## config.mk

```make
export PLATFORM = sky130hd
export DESIGN_NAME = codec_capture_mix_ctrl_regs
export DESIGN_NICKNAME = d
export VERILOG_FILES = /design/src/hdl/masked_reg.v /design/src/hdl/volume_slew.v /design/src/hdl/codec_capture_mix_ctrl_regs.v
export VERILOG_INCLUDE_DIRS = /design/src /design/src/common
export SDC_FILE = /design/constraint.sdc
export NUM_CORES = 1
export LEC_CHECK = 0
export ABC_AREA = 1
export BUFFER_PORTS_ARGS = -buffer_cell sky130_fd_sc_hd__buf_2
export CORE_ASPECT_RATIO = 0.7
export CORE_UTILIZATION = 35
export CTS_BUF_LIST = sky130_fd_sc_hd__clkbuf_16
export CTS_CLUSTER_SIZE = 14
export DETAILED_ROUTE_END_ITERATION = 12
export PLACE_DENSITY = 0.62
export SLEW_MARGIN = 20
export SYNTH_ARGS = -nofsm -noshare
export SYNTH_HDL_FRONTEND = slang
export SYNTH_SLANG_ARGS = --single-unit
```

## constraint.sdc

```tcl
create_clock -name clock -period 2.2 [get_ports clock]
set_input_delay 0.11 -clock clock [delete_from_list [all_inputs] [get_ports clock]]
set_output_delay 0.11 -clock clock [all_outputs]
set_load 0.02 [all_outputs]
```

## src/common/capture_mix_regs.vh

```
/*
 * register offsets, field positions and reset values for the capture and
 * playback mixer control bank.
 * assumes an 8-bit data path addressed by 16-bit subaddresses.
 */
`ifndef CAPTURE_MIX_REGS_VH
`define CAPTURE_MIX_REGS_VH

// ----------------------------------------------------------------------
// register subaddresses
// ----------------------------------------------------------------------
`define RECORD_CONV_CONFIG_ADDR     16'h4019
`define LEFT_CAPTURE_VOLUME_ADDR    16'h401A
`define RIGHT_CAPTURE_VOLUME_ADDR   16'h401B
`define LEFT_PLAY_MIX_CONTROL_ADDR  16'h401C
`define LEFT_PLAY_MIX_BYPASS_ADDR   16'h401D
`define RIGHT_PLAY_MIX_CONTROL_ADDR 16'h401E
`define RIGHT_PLAY_MIX_BYPASS_ADDR  16'h401F
`define LEFT_LINE_SUM_MIX_ADDR      16'h4020
`define RIGHT_LINE_SUM_MIX_ADDR     16'h4021
`define MONO_SUM_MIX_ADDR           16'h4022

// ----------------------------------------------------------------------
// reset values
// ----------------------------------------------------------------------
`define RECORD_CONV_CONFIG_RST      8'h10
`define ZERO_RST                    8'h00

// ----------------------------------------------------------------------
// writable bit masks, reserved bits cleared
// ----------------------------------------------------------------------
`define RECORD_CONV_CONFIG_MASK     8'h7F
`define PLAY_MIX_CONTROL_MASK       8'h7F
`define FULL_MASK                   8'hFF
`define LINE_SUM_MIX_MASK           8'h1F
`define MONO_SUM_MIX_MASK           8'h07

// ----------------------------------------------------------------------
// field positions
// ----------------------------------------------------------------------
`define POLARITY_BIT                6
`define HIGHPASS_BIT                5
`define MIC_POL_BIT                 4
`define MIC_SWAP_BIT                3
`define INPUT_SEL_BIT               2
`define RIGHT_DAC_BIT               6
`define LEFT_DAC_BIT                5
`define ENABLE_BIT                  0

// ----------------------------------------------------------------------
// slewing step period in core clocks
// ----------------------------------------------------------------------
`define SLEW_STEP_CYCLES            16

`endif

```

## src/hdl/masked_reg.v

```verilog
/*
 * one 8-bit control register with a writable-bit mask.
 * assumes a one-cycle write strobe on the core clock.
 */
`timescale 1ns/1ns
module masked_reg #(
   parameter [7:0] RESET_VALUE = 8'h00, // power-on value
   parameter [7:0] WRITE_MASK  = 8'hFF  // bits that hold data
) (
   input  wire       clock,
   input  wire       rst,
   input  wire       write_en,
   input  wire [7:0] write_data,
   output reg  [7:0] value_r
);

   // ----------------------------------------------------------------------
   // storage; masked bits stay zero forever
   // ----------------------------------------------------------------------
   always @(posedge clock) begin
      if (rst) begin
         value_r <= RESET_VALUE & WRITE_MASK;
      end else if (write_en) begin
         value_r <= write_data & WRITE_MASK;
      end
   end

endmodule

```

## src/hdl/volume_slew.v

```verilog
/*
 * moves a live attenuation code one step at a time toward its target.
 * assumes the target comes from a register on the same clock.
 */
`timescale 1ns/1ns
`include "capture_mix_regs.vh"
module volume_slew #(
   parameter       WIDTH       = 8,                 // code width
   parameter [7:0] STEP_CYCLES = `SLEW_STEP_CYCLES  // clocks per step
) (
   input  wire             clock,
   input  wire             rst,
   input  wire [WIDTH-1:0] target,
   output reg  [WIDTH-1:0] level_r
);

   reg [7:0] tick_r;     // step pacing counter

   // ----------------------------------------------------------------------
   // pacing counter and single-step move
   // ----------------------------------------------------------------------
   always @(posedge clock) begin
      if (rst) begin
         tick_r  <= 8'h00;
         level_r <= {WIDTH{1'b0}};
      end else if (tick_r == STEP_CYCLES - 8'h01) begin
         tick_r <= 8'h00;
         // steps avoid zipper noise from a sudden jump
         if (level_r < target) begin
            level_r <= level_r + {{(WIDTH-1){1'b0}}, 1'b1};
         end else if (level_r > target) begin
            level_r <= level_r - {{(WIDTH-1){1'b0}}, 1'b1};
         end
      end else begin
         tick_r <= tick_r + 8'h01;
      end
   end

endmodule

```

## src/hdl/codec_capture_mix_ctrl_regs.v

```verilog
/*
 * control register bank for the record converter path and the playback
 * line and mono mixers, with decoded control outputs for the analog side.
 * assumes the serial control port delivers decoded write and read strobes
 * with a 16-bit subaddress and 8-bit data on the core clock.
 */
// Functional notes
// RULE1: bit 6 inverts record converter polarity
// RULE2: bit 5 turns record high-pass on
// RULE3: bit 4 zero inverts microphone data
// RULE4: bit 3 swaps microphone left and right
// RULE5: converter enable field selects channels
// RULE6: left capture volume 0.375 dB steps
// RULE7: right capture volume, slewed between settings
// RULE8: left mixer dac unmute bits 6, 5
// RULE9: left mixer aux gain code, mute default
// RULE10: bit 0 enables left playback mixer
// RULE11: left mixer bypass gains, two nibbles
// RULE12: right mixer dac unmute bits 6, 5
// RULE13: right mixer aux gain and enable
// RULE14: right mixer bypass gains, mute default
// RULE15: left line mixer two boost fields
// RULE16: right line mixer same layout
// RULE17: boost 01 is 0 dB, 10 is 6 dB
// RULE18: mono field selects common-mode or sums
// RULE19: reserved bits read zero, ignore writes
// RULE20: software avoids reserved boost codes
`timescale 1ns/1ns
`include "capture_mix_regs.vh"
module codec_capture_mix_ctrl_regs (
   input  wire        clock,
   input  wire        rst,
   input  wire        write_en,
   input  wire        read_en,
   input  wire [15:0] address,
   input  wire [7:0]  write_data,
   output reg  [7:0]  read_data_r,
   output reg         read_hit_r,
   output reg         record_polarity_invert,
   output reg         record_highpass_sel,
   output reg         mic_data_invert,
   output reg         mic_channel_swap,
   output reg         record_input_select,
   output reg         left_conv_on,
   output reg         right_conv_on,
   output reg  [7:0]  left_capture_atten,
   output reg  [7:0]  right_capture_atten,
   output reg         lmix_right_dac_on,
   output reg         lmix_left_dac_on,
   output reg  [3:0]  lmix_aux_gain,
   output reg         lmix_enable,
   output reg  [3:0]  lmix_right_bypass_gain,
   output reg  [3:0]  lmix_left_bypass_gain,
   output reg         rmix_right_dac_on,
   output reg         rmix_left_dac_on,
   output reg  [3:0]  rmix_aux_gain,
   output reg         rmix_enable,
   output reg  [3:0]  rmix_right_bypass_gain,
   output reg  [3:0]  rmix_left_bypass_gain,
   output reg  [1:0]  lline_from_rmix_boost,
   output reg  [1:0]  lline_from_lmix_boost,
   output reg         lline_mix_enable,
   output reg  [1:0]  rline_from_rmix_boost,
   output reg  [1:0]  rline_from_lmix_boost,
   output reg         rline_mix_enable,
   output reg  [1:0]  mono_mix_mode,
   output reg         mono_mix_enable
);

   // ----------------------------------------------------------------------
   // address decode
   // ----------------------------------------------------------------------
   wire sel_rcc = (address == `RECORD_CONV_CONFIG_ADDR);     // converter setup
   wire sel_lcv = (address == `LEFT_CAPTURE_VOLUME_ADDR);    // left volume
   wire sel_rcv = (address == `RIGHT_CAPTURE_VOLUME_ADDR);   // right volume
   wire sel_lmc = (address == `LEFT_PLAY_MIX_CONTROL_ADDR);  // left mixer
   wire sel_lmb = (address == `LEFT_PLAY_MIX_BYPASS_ADDR);   // left bypass
   wire sel_rmc = (address == `RIGHT_PLAY_MIX_CONTROL_ADDR); // right mixer
   wire sel_rmb = (address == `RIGHT_PLAY_MIX_BYPASS_ADDR);  // right bypass
   wire sel_lls = (address == `LEFT_LINE_SUM_MIX_ADDR);      // left line sum
   wire sel_rls = (address == `RIGHT_LINE_SUM_MIX_ADDR);     // right line sum
   wire sel_mon = (address == `MONO_SUM_MIX_ADDR);           // mono sum

   wire [7:0] rcc_q;     // stored register values
   wire [7:0] lcv_q;
   wire [7:0] rcv_q;
   wire [7:0] lmc_q;
   wire [7:0] lmb_q;
   wire [7:0] rmc_q;
   wire [7:0] rmb_q;
   wire [7:0] lls_q;
   wire [7:0] rls_q;
   wire [7:0] mon_q;
   wire [7:0] left_level;   // slewed volume levels
   wire [7:0] right_level;

   // ----------------------------------------------------------------------
   // register storage
   // ----------------------------------------------------------------------
   // RULE19: reserved bits masked
   // RULE3: microphone default normal
   masked_reg #(.RESET_VALUE(`RECORD_CONV_CONFIG_RST),
                .WRITE_MASK(`RECORD_CONV_CONFIG_MASK)) u_rcc (
      .clock(clock),
      .rst(rst),
      .write_en(write_en & sel_rcc),
      .write_data(write_data),
      .value_r(rcc_q));
   masked_reg #(.RESET_VALUE(`ZERO_RST), .WRITE_MASK(`FULL_MASK)) u_lcv (
      .clock(clock),
      .rst(rst),
      .write_en(write_en & sel_lcv),
      .write_data(write_data),
      .value_r(lcv_q));
   masked_reg #(.RESET_VALUE(`ZERO_RST), .WRITE_MASK(`FULL_MASK)) u_rcv (
      .clock(clock),
      .rst(rst),
      .write_en(write_en & sel_rcv),
      .write_data(write_data),
      .value_r(rcv_q));
   masked_reg #(.RESET_VALUE(`ZERO_RST),
                .WRITE_MASK(`PLAY_MIX_CONTROL_MASK)) u_lmc (
      .clock(clock),
      .rst(rst),
      .write_en(write_en & sel_lmc),
      .write_data(write_data),
      .value_r(lmc_q));
   masked_reg #(.RESET_VALUE(`ZERO_RST), .WRITE_MASK(`FULL_MASK)) u_lmb (
      .clock(clock),
      .rst(rst),
      .write_en(write_en & sel_lmb),
      .write_data(write_data),
      .value_r(lmb_q));
   masked_reg #(.RESET_VALUE(`ZERO_RST),
                .WRITE_MASK(`PLAY_MIX_CONTROL_MASK)) u_rmc (
      .clock(clock),
      .rst(rst),
      .write_en(write_en & sel_rmc),
      .write_data(write_data),
      .value_r(rmc_q));
   masked_reg #(.RESET_VALUE(`ZERO_RST), .WRITE_MASK(`FULL_MASK)) u_rmb (
      .clock(clock),
      .rst(rst),
      .write_en(write_en & sel_rmb),
      .write_data(write_data),
      .value_r(rmb_q));
   masked_reg #(.RESET_VALUE(`ZERO_RST),
                .WRITE_MASK(`LINE_SUM_MIX_MASK)) u_lls (
      .clock(clock),
      .rst(rst),
      .write_en(write_en & sel_lls),
      .write_data(write_data),
      .value_r(lls_q));
   masked_reg #(.RESET_VALUE(`ZERO_RST),
                .WRITE_MASK(`LINE_SUM_MIX_MASK)) u_rls (
      .clock(clock),
      .rst(rst),
      .write_en(write_en & sel_rls),
      .write_data(write_data),
      .value_r(rls_q));
   masked_reg #(.RESET_VALUE(`ZERO_RST),
                .WRITE_MASK(`MONO_SUM_MIX_MASK)) u_mon (
      .clock(clock),
      .rst(rst),
      .write_en(write_en & sel_mon),
      .write_data(write_data),
      .value_r(mon_q));

   // ----------------------------------------------------------------------
   // capture volume slewing
   // ----------------------------------------------------------------------
   // RULE6: left attenuation slew
   volume_slew #(.WIDTH(8)) u_left_slew (
      .clock(clock),
      .rst(rst),
      .target(lcv_q),
      .level_r(left_level));
   // RULE7: right attenuation slew
   volume_slew #(.WIDTH(8)) u_right_slew (
      .clock(clock),
      .rst(rst),
      .target(rcv_q),
      .level_r(right_level));

   // ----------------------------------------------------------------------
   // read path; unmapped subaddresses read zero, no hit
   // ----------------------------------------------------------------------
   reg [7:0] read_nxt;   // selected readback byte
   reg       hit_nxt;    // address belongs to this bank

   always @* begin
      read_nxt = 8'h00;
      hit_nxt  = 1'b1;
      // RULE19: masked readback
      case (address)
         `RECORD_CONV_CONFIG_ADDR:     read_nxt = rcc_q;
         `LEFT_CAPTURE_VOLUME_ADDR:    read_nxt = lcv_q;
         `RIGHT_CAPTURE_VOLUME_ADDR:   read_nxt = rcv_q;
         `LEFT_PLAY_MIX_CONTROL_ADDR:  read_nxt = lmc_q;
         `LEFT_PLAY_MIX_BYPASS_ADDR:   read_nxt = lmb_q;
         `RIGHT_PLAY_MIX_CONTROL_ADDR: read_nxt = rmc_q;
         `RIGHT_PLAY_MIX_BYPASS_ADDR:  read_nxt = rmb_q;
         `LEFT_LINE_SUM_MIX_ADDR:      read_nxt = lls_q;
         `RIGHT_LINE_SUM_MIX_ADDR:     read_nxt = rls_q;
         `MONO_SUM_MIX_ADDR:           read_nxt = mon_q;
         default:                      hit_nxt  = 1'b0;
      endcase
   end

   // read data registered one cycle after the strobe
   always @(posedge clock) begin
      if (rst) begin
         read_data_r <= 8'h00;
         read_hit_r  <= 1'b0;
      end else if (read_en) begin
         read_data_r <= read_nxt;
         read_hit_r  <= hit_nxt;
      end else begin
         read_hit_r  <= 1'b0;
      end
   end

   // ----------------------------------------------------------------------
   // decoded controls, one register stage so outputs come from flops
   // ----------------------------------------------------------------------
   always @(posedge clock) begin
      if (rst) begin
         record_polarity_invert <= 1'b0;
         record_highpass_sel    <= 1'b0;
         mic_data_invert        <= 1'b0;
         mic_channel_swap       <= 1'b0;
         record_input_select    <= 1'b0;
         left_conv_on           <= 1'b0;
         right_conv_on          <= 1'b0;
         left_capture_atten     <= 8'h00;
         right_capture_atten    <= 8'h00;
         lmix_right_dac_on      <= 1'b0;
         lmix_left_dac_on       <= 1'b0;
         lmix_aux_gain          <= 4'h0;
         lmix_enable            <= 1'b0;
         lmix_right_bypass_gain <= 4'h0;
         lmix_left_bypass_gain  <= 4'h0;
         rmix_right_dac_on      <= 1'b0;
         rmix_left_dac_on       <= 1'b0;
         rmix_aux_gain          <= 4'h0;
         rmix_enable            <= 1'b0;
         rmix_right_bypass_gain <= 4'h0;
         rmix_left_bypass_gain  <= 4'h0;
         lline_from_rmix_boost  <= 2'h0;
         lline_from_lmix_boost  <= 2'h0;
         lline_mix_enable       <= 1'b0;
         rline_from_rmix_boost  <= 2'h0;
         rline_from_lmix_boost  <= 2'h0;
         rline_mix_enable       <= 1'b0;
         mono_mix_mode          <= 2'h0;
         mono_mix_enable        <= 1'b0;
      end else begin
         // RULE1: polarity invert
         record_polarity_invert <= rcc_q[`POLARITY_BIT];
         // RULE2: high-pass select
         record_highpass_sel    <= rcc_q[`HIGHPASS_BIT];
         // RULE3: zero means inverted
         mic_data_invert        <= ~rcc_q[`MIC_POL_BIT];
         // RULE4: channel swap
         mic_channel_swap       <= rcc_q[`MIC_SWAP_BIT];
         record_input_select    <= rcc_q[`INPUT_SEL_BIT];
         // RULE5: enable field decode
         left_conv_on           <= rcc_q[0];
         right_conv_on          <= rcc_q[1];
         // RULE6: slewed left code
         left_capture_atten     <= left_level;
         // RULE7: slewed right code
         right_capture_atten    <= right_level;
         // RULE8: left mixer dac unmutes
         lmix_right_dac_on      <= lmc_q[`RIGHT_DAC_BIT];
         lmix_left_dac_on       <= lmc_q[`LEFT_DAC_BIT];
         // RULE9: aux gain code passed whole
         lmix_aux_gain          <= lmc_q[4:1];
         // RULE10: left mixer enable
         lmix_enable            <= lmc_q[`ENABLE_BIT];
         // RULE11: left bypass nibbles
         lmix_right_bypass_gain <= lmb_q[7:4];
         lmix_left_bypass_gain  <= lmb_q[3:0];
         // RULE12: right mixer dac unmutes
         rmix_right_dac_on      <= rmc_q[`RIGHT_DAC_BIT];
         rmix_left_dac_on       <= rmc_q[`LEFT_DAC_BIT];
         // RULE13: right aux gain and enable
         rmix_aux_gain          <= rmc_q[4:1];
         rmix_enable            <= rmc_q[`ENABLE_BIT];
         // RULE14: right bypass nibbles
         rmix_right_bypass_gain <= rmb_q[7:4];
         rmix_left_bypass_gain  <= rmb_q[3:0];
         // RULE15: left line boosts
         // RULE17: codes drive analog gain as is
         lline_from_rmix_boost  <= lls_q[4:3];
         lline_from_lmix_boost  <= lls_q[2:1];
         lline_mix_enable       <= lls_q[`ENABLE_BIT];
         // RULE16: right line boosts
         rline_from_rmix_boost  <= rls_q[4:3];
         rline_from_lmix_boost  <= rls_q[2:1];
         rline_mix_enable       <= rls_q[`ENABLE_BIT];
         // RULE18: mono mode field
         mono_mix_mode          <= mon_q[2:1];
         mono_mix_enable        <= mon_q[`ENABLE_BIT];
      end
   end

endmodule

```

==> results.md <==
* Status: finished, violations left
* Failing checks: setup timing
* First-pass GRT wire length at 32600 µm
* Sequential power share at 50.3%
* DR vias at 6887
* Root buf cell: clkbuf_16
* WP data arrival at 2580 ps
* Dpl hpwl at 14000 µm
* Worst skew pair latency at 430 ps
* CTS tree: built
* Lkg Pwr at 0.00434 µW
* Register Area at 0.00350 mm²
* Routability cong. at 0.857
* I/O Pins at 103
* Synth top area share at 46.1%
* Top post-synthesis cells by area: dfxtp_1, nor2_1, inv_1
* Int Pwr at 4840 µW
* GR Util All Layers at 18.9%
* Post-synth top area cell: dfxtp_1
* Sw frac at 22.5%
* Fillers at 2049
* FF+latch count, synth at 173
* Number of DRC markers in iteration 0 at 432
* Final net count at 1227
* Die area at 0.0221 mm²
* Slew Limit Fails at 0
* Total CTS buffers at 17
* Syn Inst Count at 992
* Initial antenna violation count at 0
* Fmax achieved at 0.443 GHz
* Port Buf Inserts at 102
* Setup TNS at -123 ps
* Maximum vdd drop at 0.474 mV
* Area grow syn2layout at 32.4%
* Share of layout cells above drive strength 1 at 28.4%
* Die Ht at 125 µm
* Clk network pwr share at 46.4%
* Area of the multi-input gates at 0.00379 mm²
* Setup Skew at 7.00 ps
* Worst slew pin tran at 608 ps
* Setup crit start kind: flip-flop
* Hold WC Path Type: in -> reg
* Via density at 4.73
* Die width at 177 µm
* Max-cap violations at 0
* Total number of yosys warnings at 0
* Kind of critical path: reg -> reg
* Largest net degree at the start of global routing at 134
* Vias in the first global route at 6359
* CTS sink cnt at 173
* Htree depth at 4
* Routed len/inst at 14.1 µm
* Clk slew on worst S/H paths at 70 ps
* Initial core utilization at 36.0%
* Pwr dens at 628 mW/mm²
* Syn Area/Cell at 7.58 µm²
* Rel. slew slack at 59.5%
* Period utilisation layout at 103%
* TritonRoute pass-1 iters at 5
* Post-Syn Nets at 1052
* # rows at 44
* Routed WL at 20600 µm
* Post-route setup slack at -56.8 ps
* Final setup fails at 4
* Remaining DRCs at 0
* Sequential share of the synthesized area at 46.1%
* Final hold violation count at 0
* Gr ovfl total at 0
* ANT cells at 0
* Cell variety after synth at 35
* Psw at 1410 µW
* Clock buffer depth at 2
* Core Area at 0.0209 mm²
* Post-Syn Area at 0.00752 mm²
* Crit path required time at 2520 ps
* Post-DRT Antenna Nets at 0
* Minimum clock period at 2260 ps
* Pre-CTS WS at -137 ps
* RSZ-0062 raised after global routing: true
* Combinational power share at 3.2%
* Worst-path fanout max at 6
* Worst setup EP type: flip-flop
kinds of logic after synthesis:
group | Yosys count | share of synthesized area (%)
AO/OA/AOI/OAI | 137 | 11.2
XOR/XNOR | 10 | 1.17
adder cells (fa/ha/maj) | 32 | 5.53
buffers and inverters | 182 | 9.80
flip-flops | 173 | 46.1
AND/OR/NAND/NOR | 458 | 26.3
metal layers:
metal | vias to the layer above | GRT usage, % | routed length (µm)
li1 | 3532 | - | -
met1 | 3138 | 27.2 | 10300
met2 | 190 | 27.3 | 8520
met3 | 27 | 5.16 | 1410
met4 | 0 | 5.63 | 334
met5 | - | 0 | 0
metrics by stage:
stage	hold slack, ps	std cells	utilization, %	cell area [µm²]	total power [µW]
floorplan	236	992	-	7580	3320
global placement	405	1399	41.9	8740	3400
detailed placement	412	1399	41.9	8740	3400
CTS	4.50	1449	46.8	9760	6300
global route	25.6	1456	47.7	9950	6450
finish	20.4	1456	47.7	9950	6250
final cells by class:
type | instances | share of cell area (%)
tap | 276 | 3.47
multi-input combinational | 637 | 38.0
clock inverter | 15 | 1.29
inverter | 149 | 5.67
clock buffer | 17 | 4.27
timing repair buffer | 189 | 12.1
sequential | 173 | 35.1
power groups by stage:
stage          clock network [µW]  logic (µW)  registers, µW
2_1_floorplan                   0         106           3220
3_3_place_gp                    0         186           3220
3_5_place_dp                    0         188           3220
4_1_cts                      2950         201           3140
5_1_grt                      3090         222           3140
6_report                     2900         201           3140
path summary, 6_finish.rpt:
| check | slack, ps | from | end | depth (start not counted) |
|---|---|---|---|---|
| max | -60 | u_lcv.value_r[7] | u_left_slew.level_r[7] | 16 |
| min | 20 | write_en | u_rcv.value_r[0] | 3 |
| max reg2reg | -60 | u_lcv.value_r[7] | u_left_slew.level_r[7] | 16 |
| min reg2reg | 440 | u_rcc.value_r[5] | record_highpass_sel | 2 |
cell usage after synthesis:
| cell | n |
|---|---|
| a211oi_1 | 57 |
| a21boi_0 | 1 |
| a21o_1 | 1 |
| a21oi_1 | 48 |
| a31oi_1 | 1 |
| and2_1 | 4 |
| buf_2 | 7 |
| buf_4 | 4 |
| buf_6 | 4 |
| clkbuf_1 | 18 |
| clkinv_1 | 2 |
| dfxtp_1 | 173 |
| fa_1 | 2 |
| ha_1 | 30 |
| inv_1 | 146 |
| inv_2 | 1 |
| nand2_1 | 143 |
| nand2_4 | 1 |
| nand3_1 | 84 |
| nand3b_1 | 3 |
| nand4_1 | 3 |
| nor2_1 | 189 |
| nor2_2 | 7 |
| nor2_4 | 7 |
| nor3_1 | 9 |
| nor3_2 | 3 |
| nor3b_1 | 1 |
| nor4_1 | 2 |
| o211ai_1 | 1 |
| o21a_1 | 1 |
| o21ai_0 | 24 |
| o21ai_1 | 3 |
| or2_2 | 2 |
| xnor2_1 | 4 |
| xor2_1 | 6 |
critical path, cell delays in order (launching register included):
cell,delay (ps)
dfxtp_2,340
inv_2,40
ha_4,220
a21oi_2,140
o21a_1,170
nand2_4,100
buf_6,150
ha_4,270
nand2_2,50
inv_2,80
nand4_1,130
nand3_2,110
nor2_2,40
nor2_1,130
nand3_1,90
nand2_1,60
nor2_1,40
cell usage in the layout (no fill, tap or decap), types with 6 or more instances in the layout:
cell type      Yosys  routed
nor2_1           189     185
dfxtp_1          173     147
inv_1            146     130
nand2_1          143     119
buf_2              7     101
nand3_1           84      82
buf_4              4      77
a211oi_1          57      57
a21oi_1           48      41
dfxtp_2            0      25
ha_4               0      21
nand2_2            0      20
o21ai_0           24      20
inv_2              1      17
clkbuf_16          0      17
nor2_4             7      11
dlygate4sd3_1      0       9
clkinv_1           2       8
nor3_1             9       8
ha_1              30       8
a21oi_2            0       7
nor2_2             7       7
o21ai_1            3       6
xor2_1             6       6
timing repair:
item                       in CTS  in global routing
pin swaps                      45                 39
setup endpoints to repair      10                 14
hold endpoints to repair       15                  0
resized for setup              71                 53
hold buffers                    9                  0
setup buffers                   9                  7
Power figures use the tool's default switching activity.
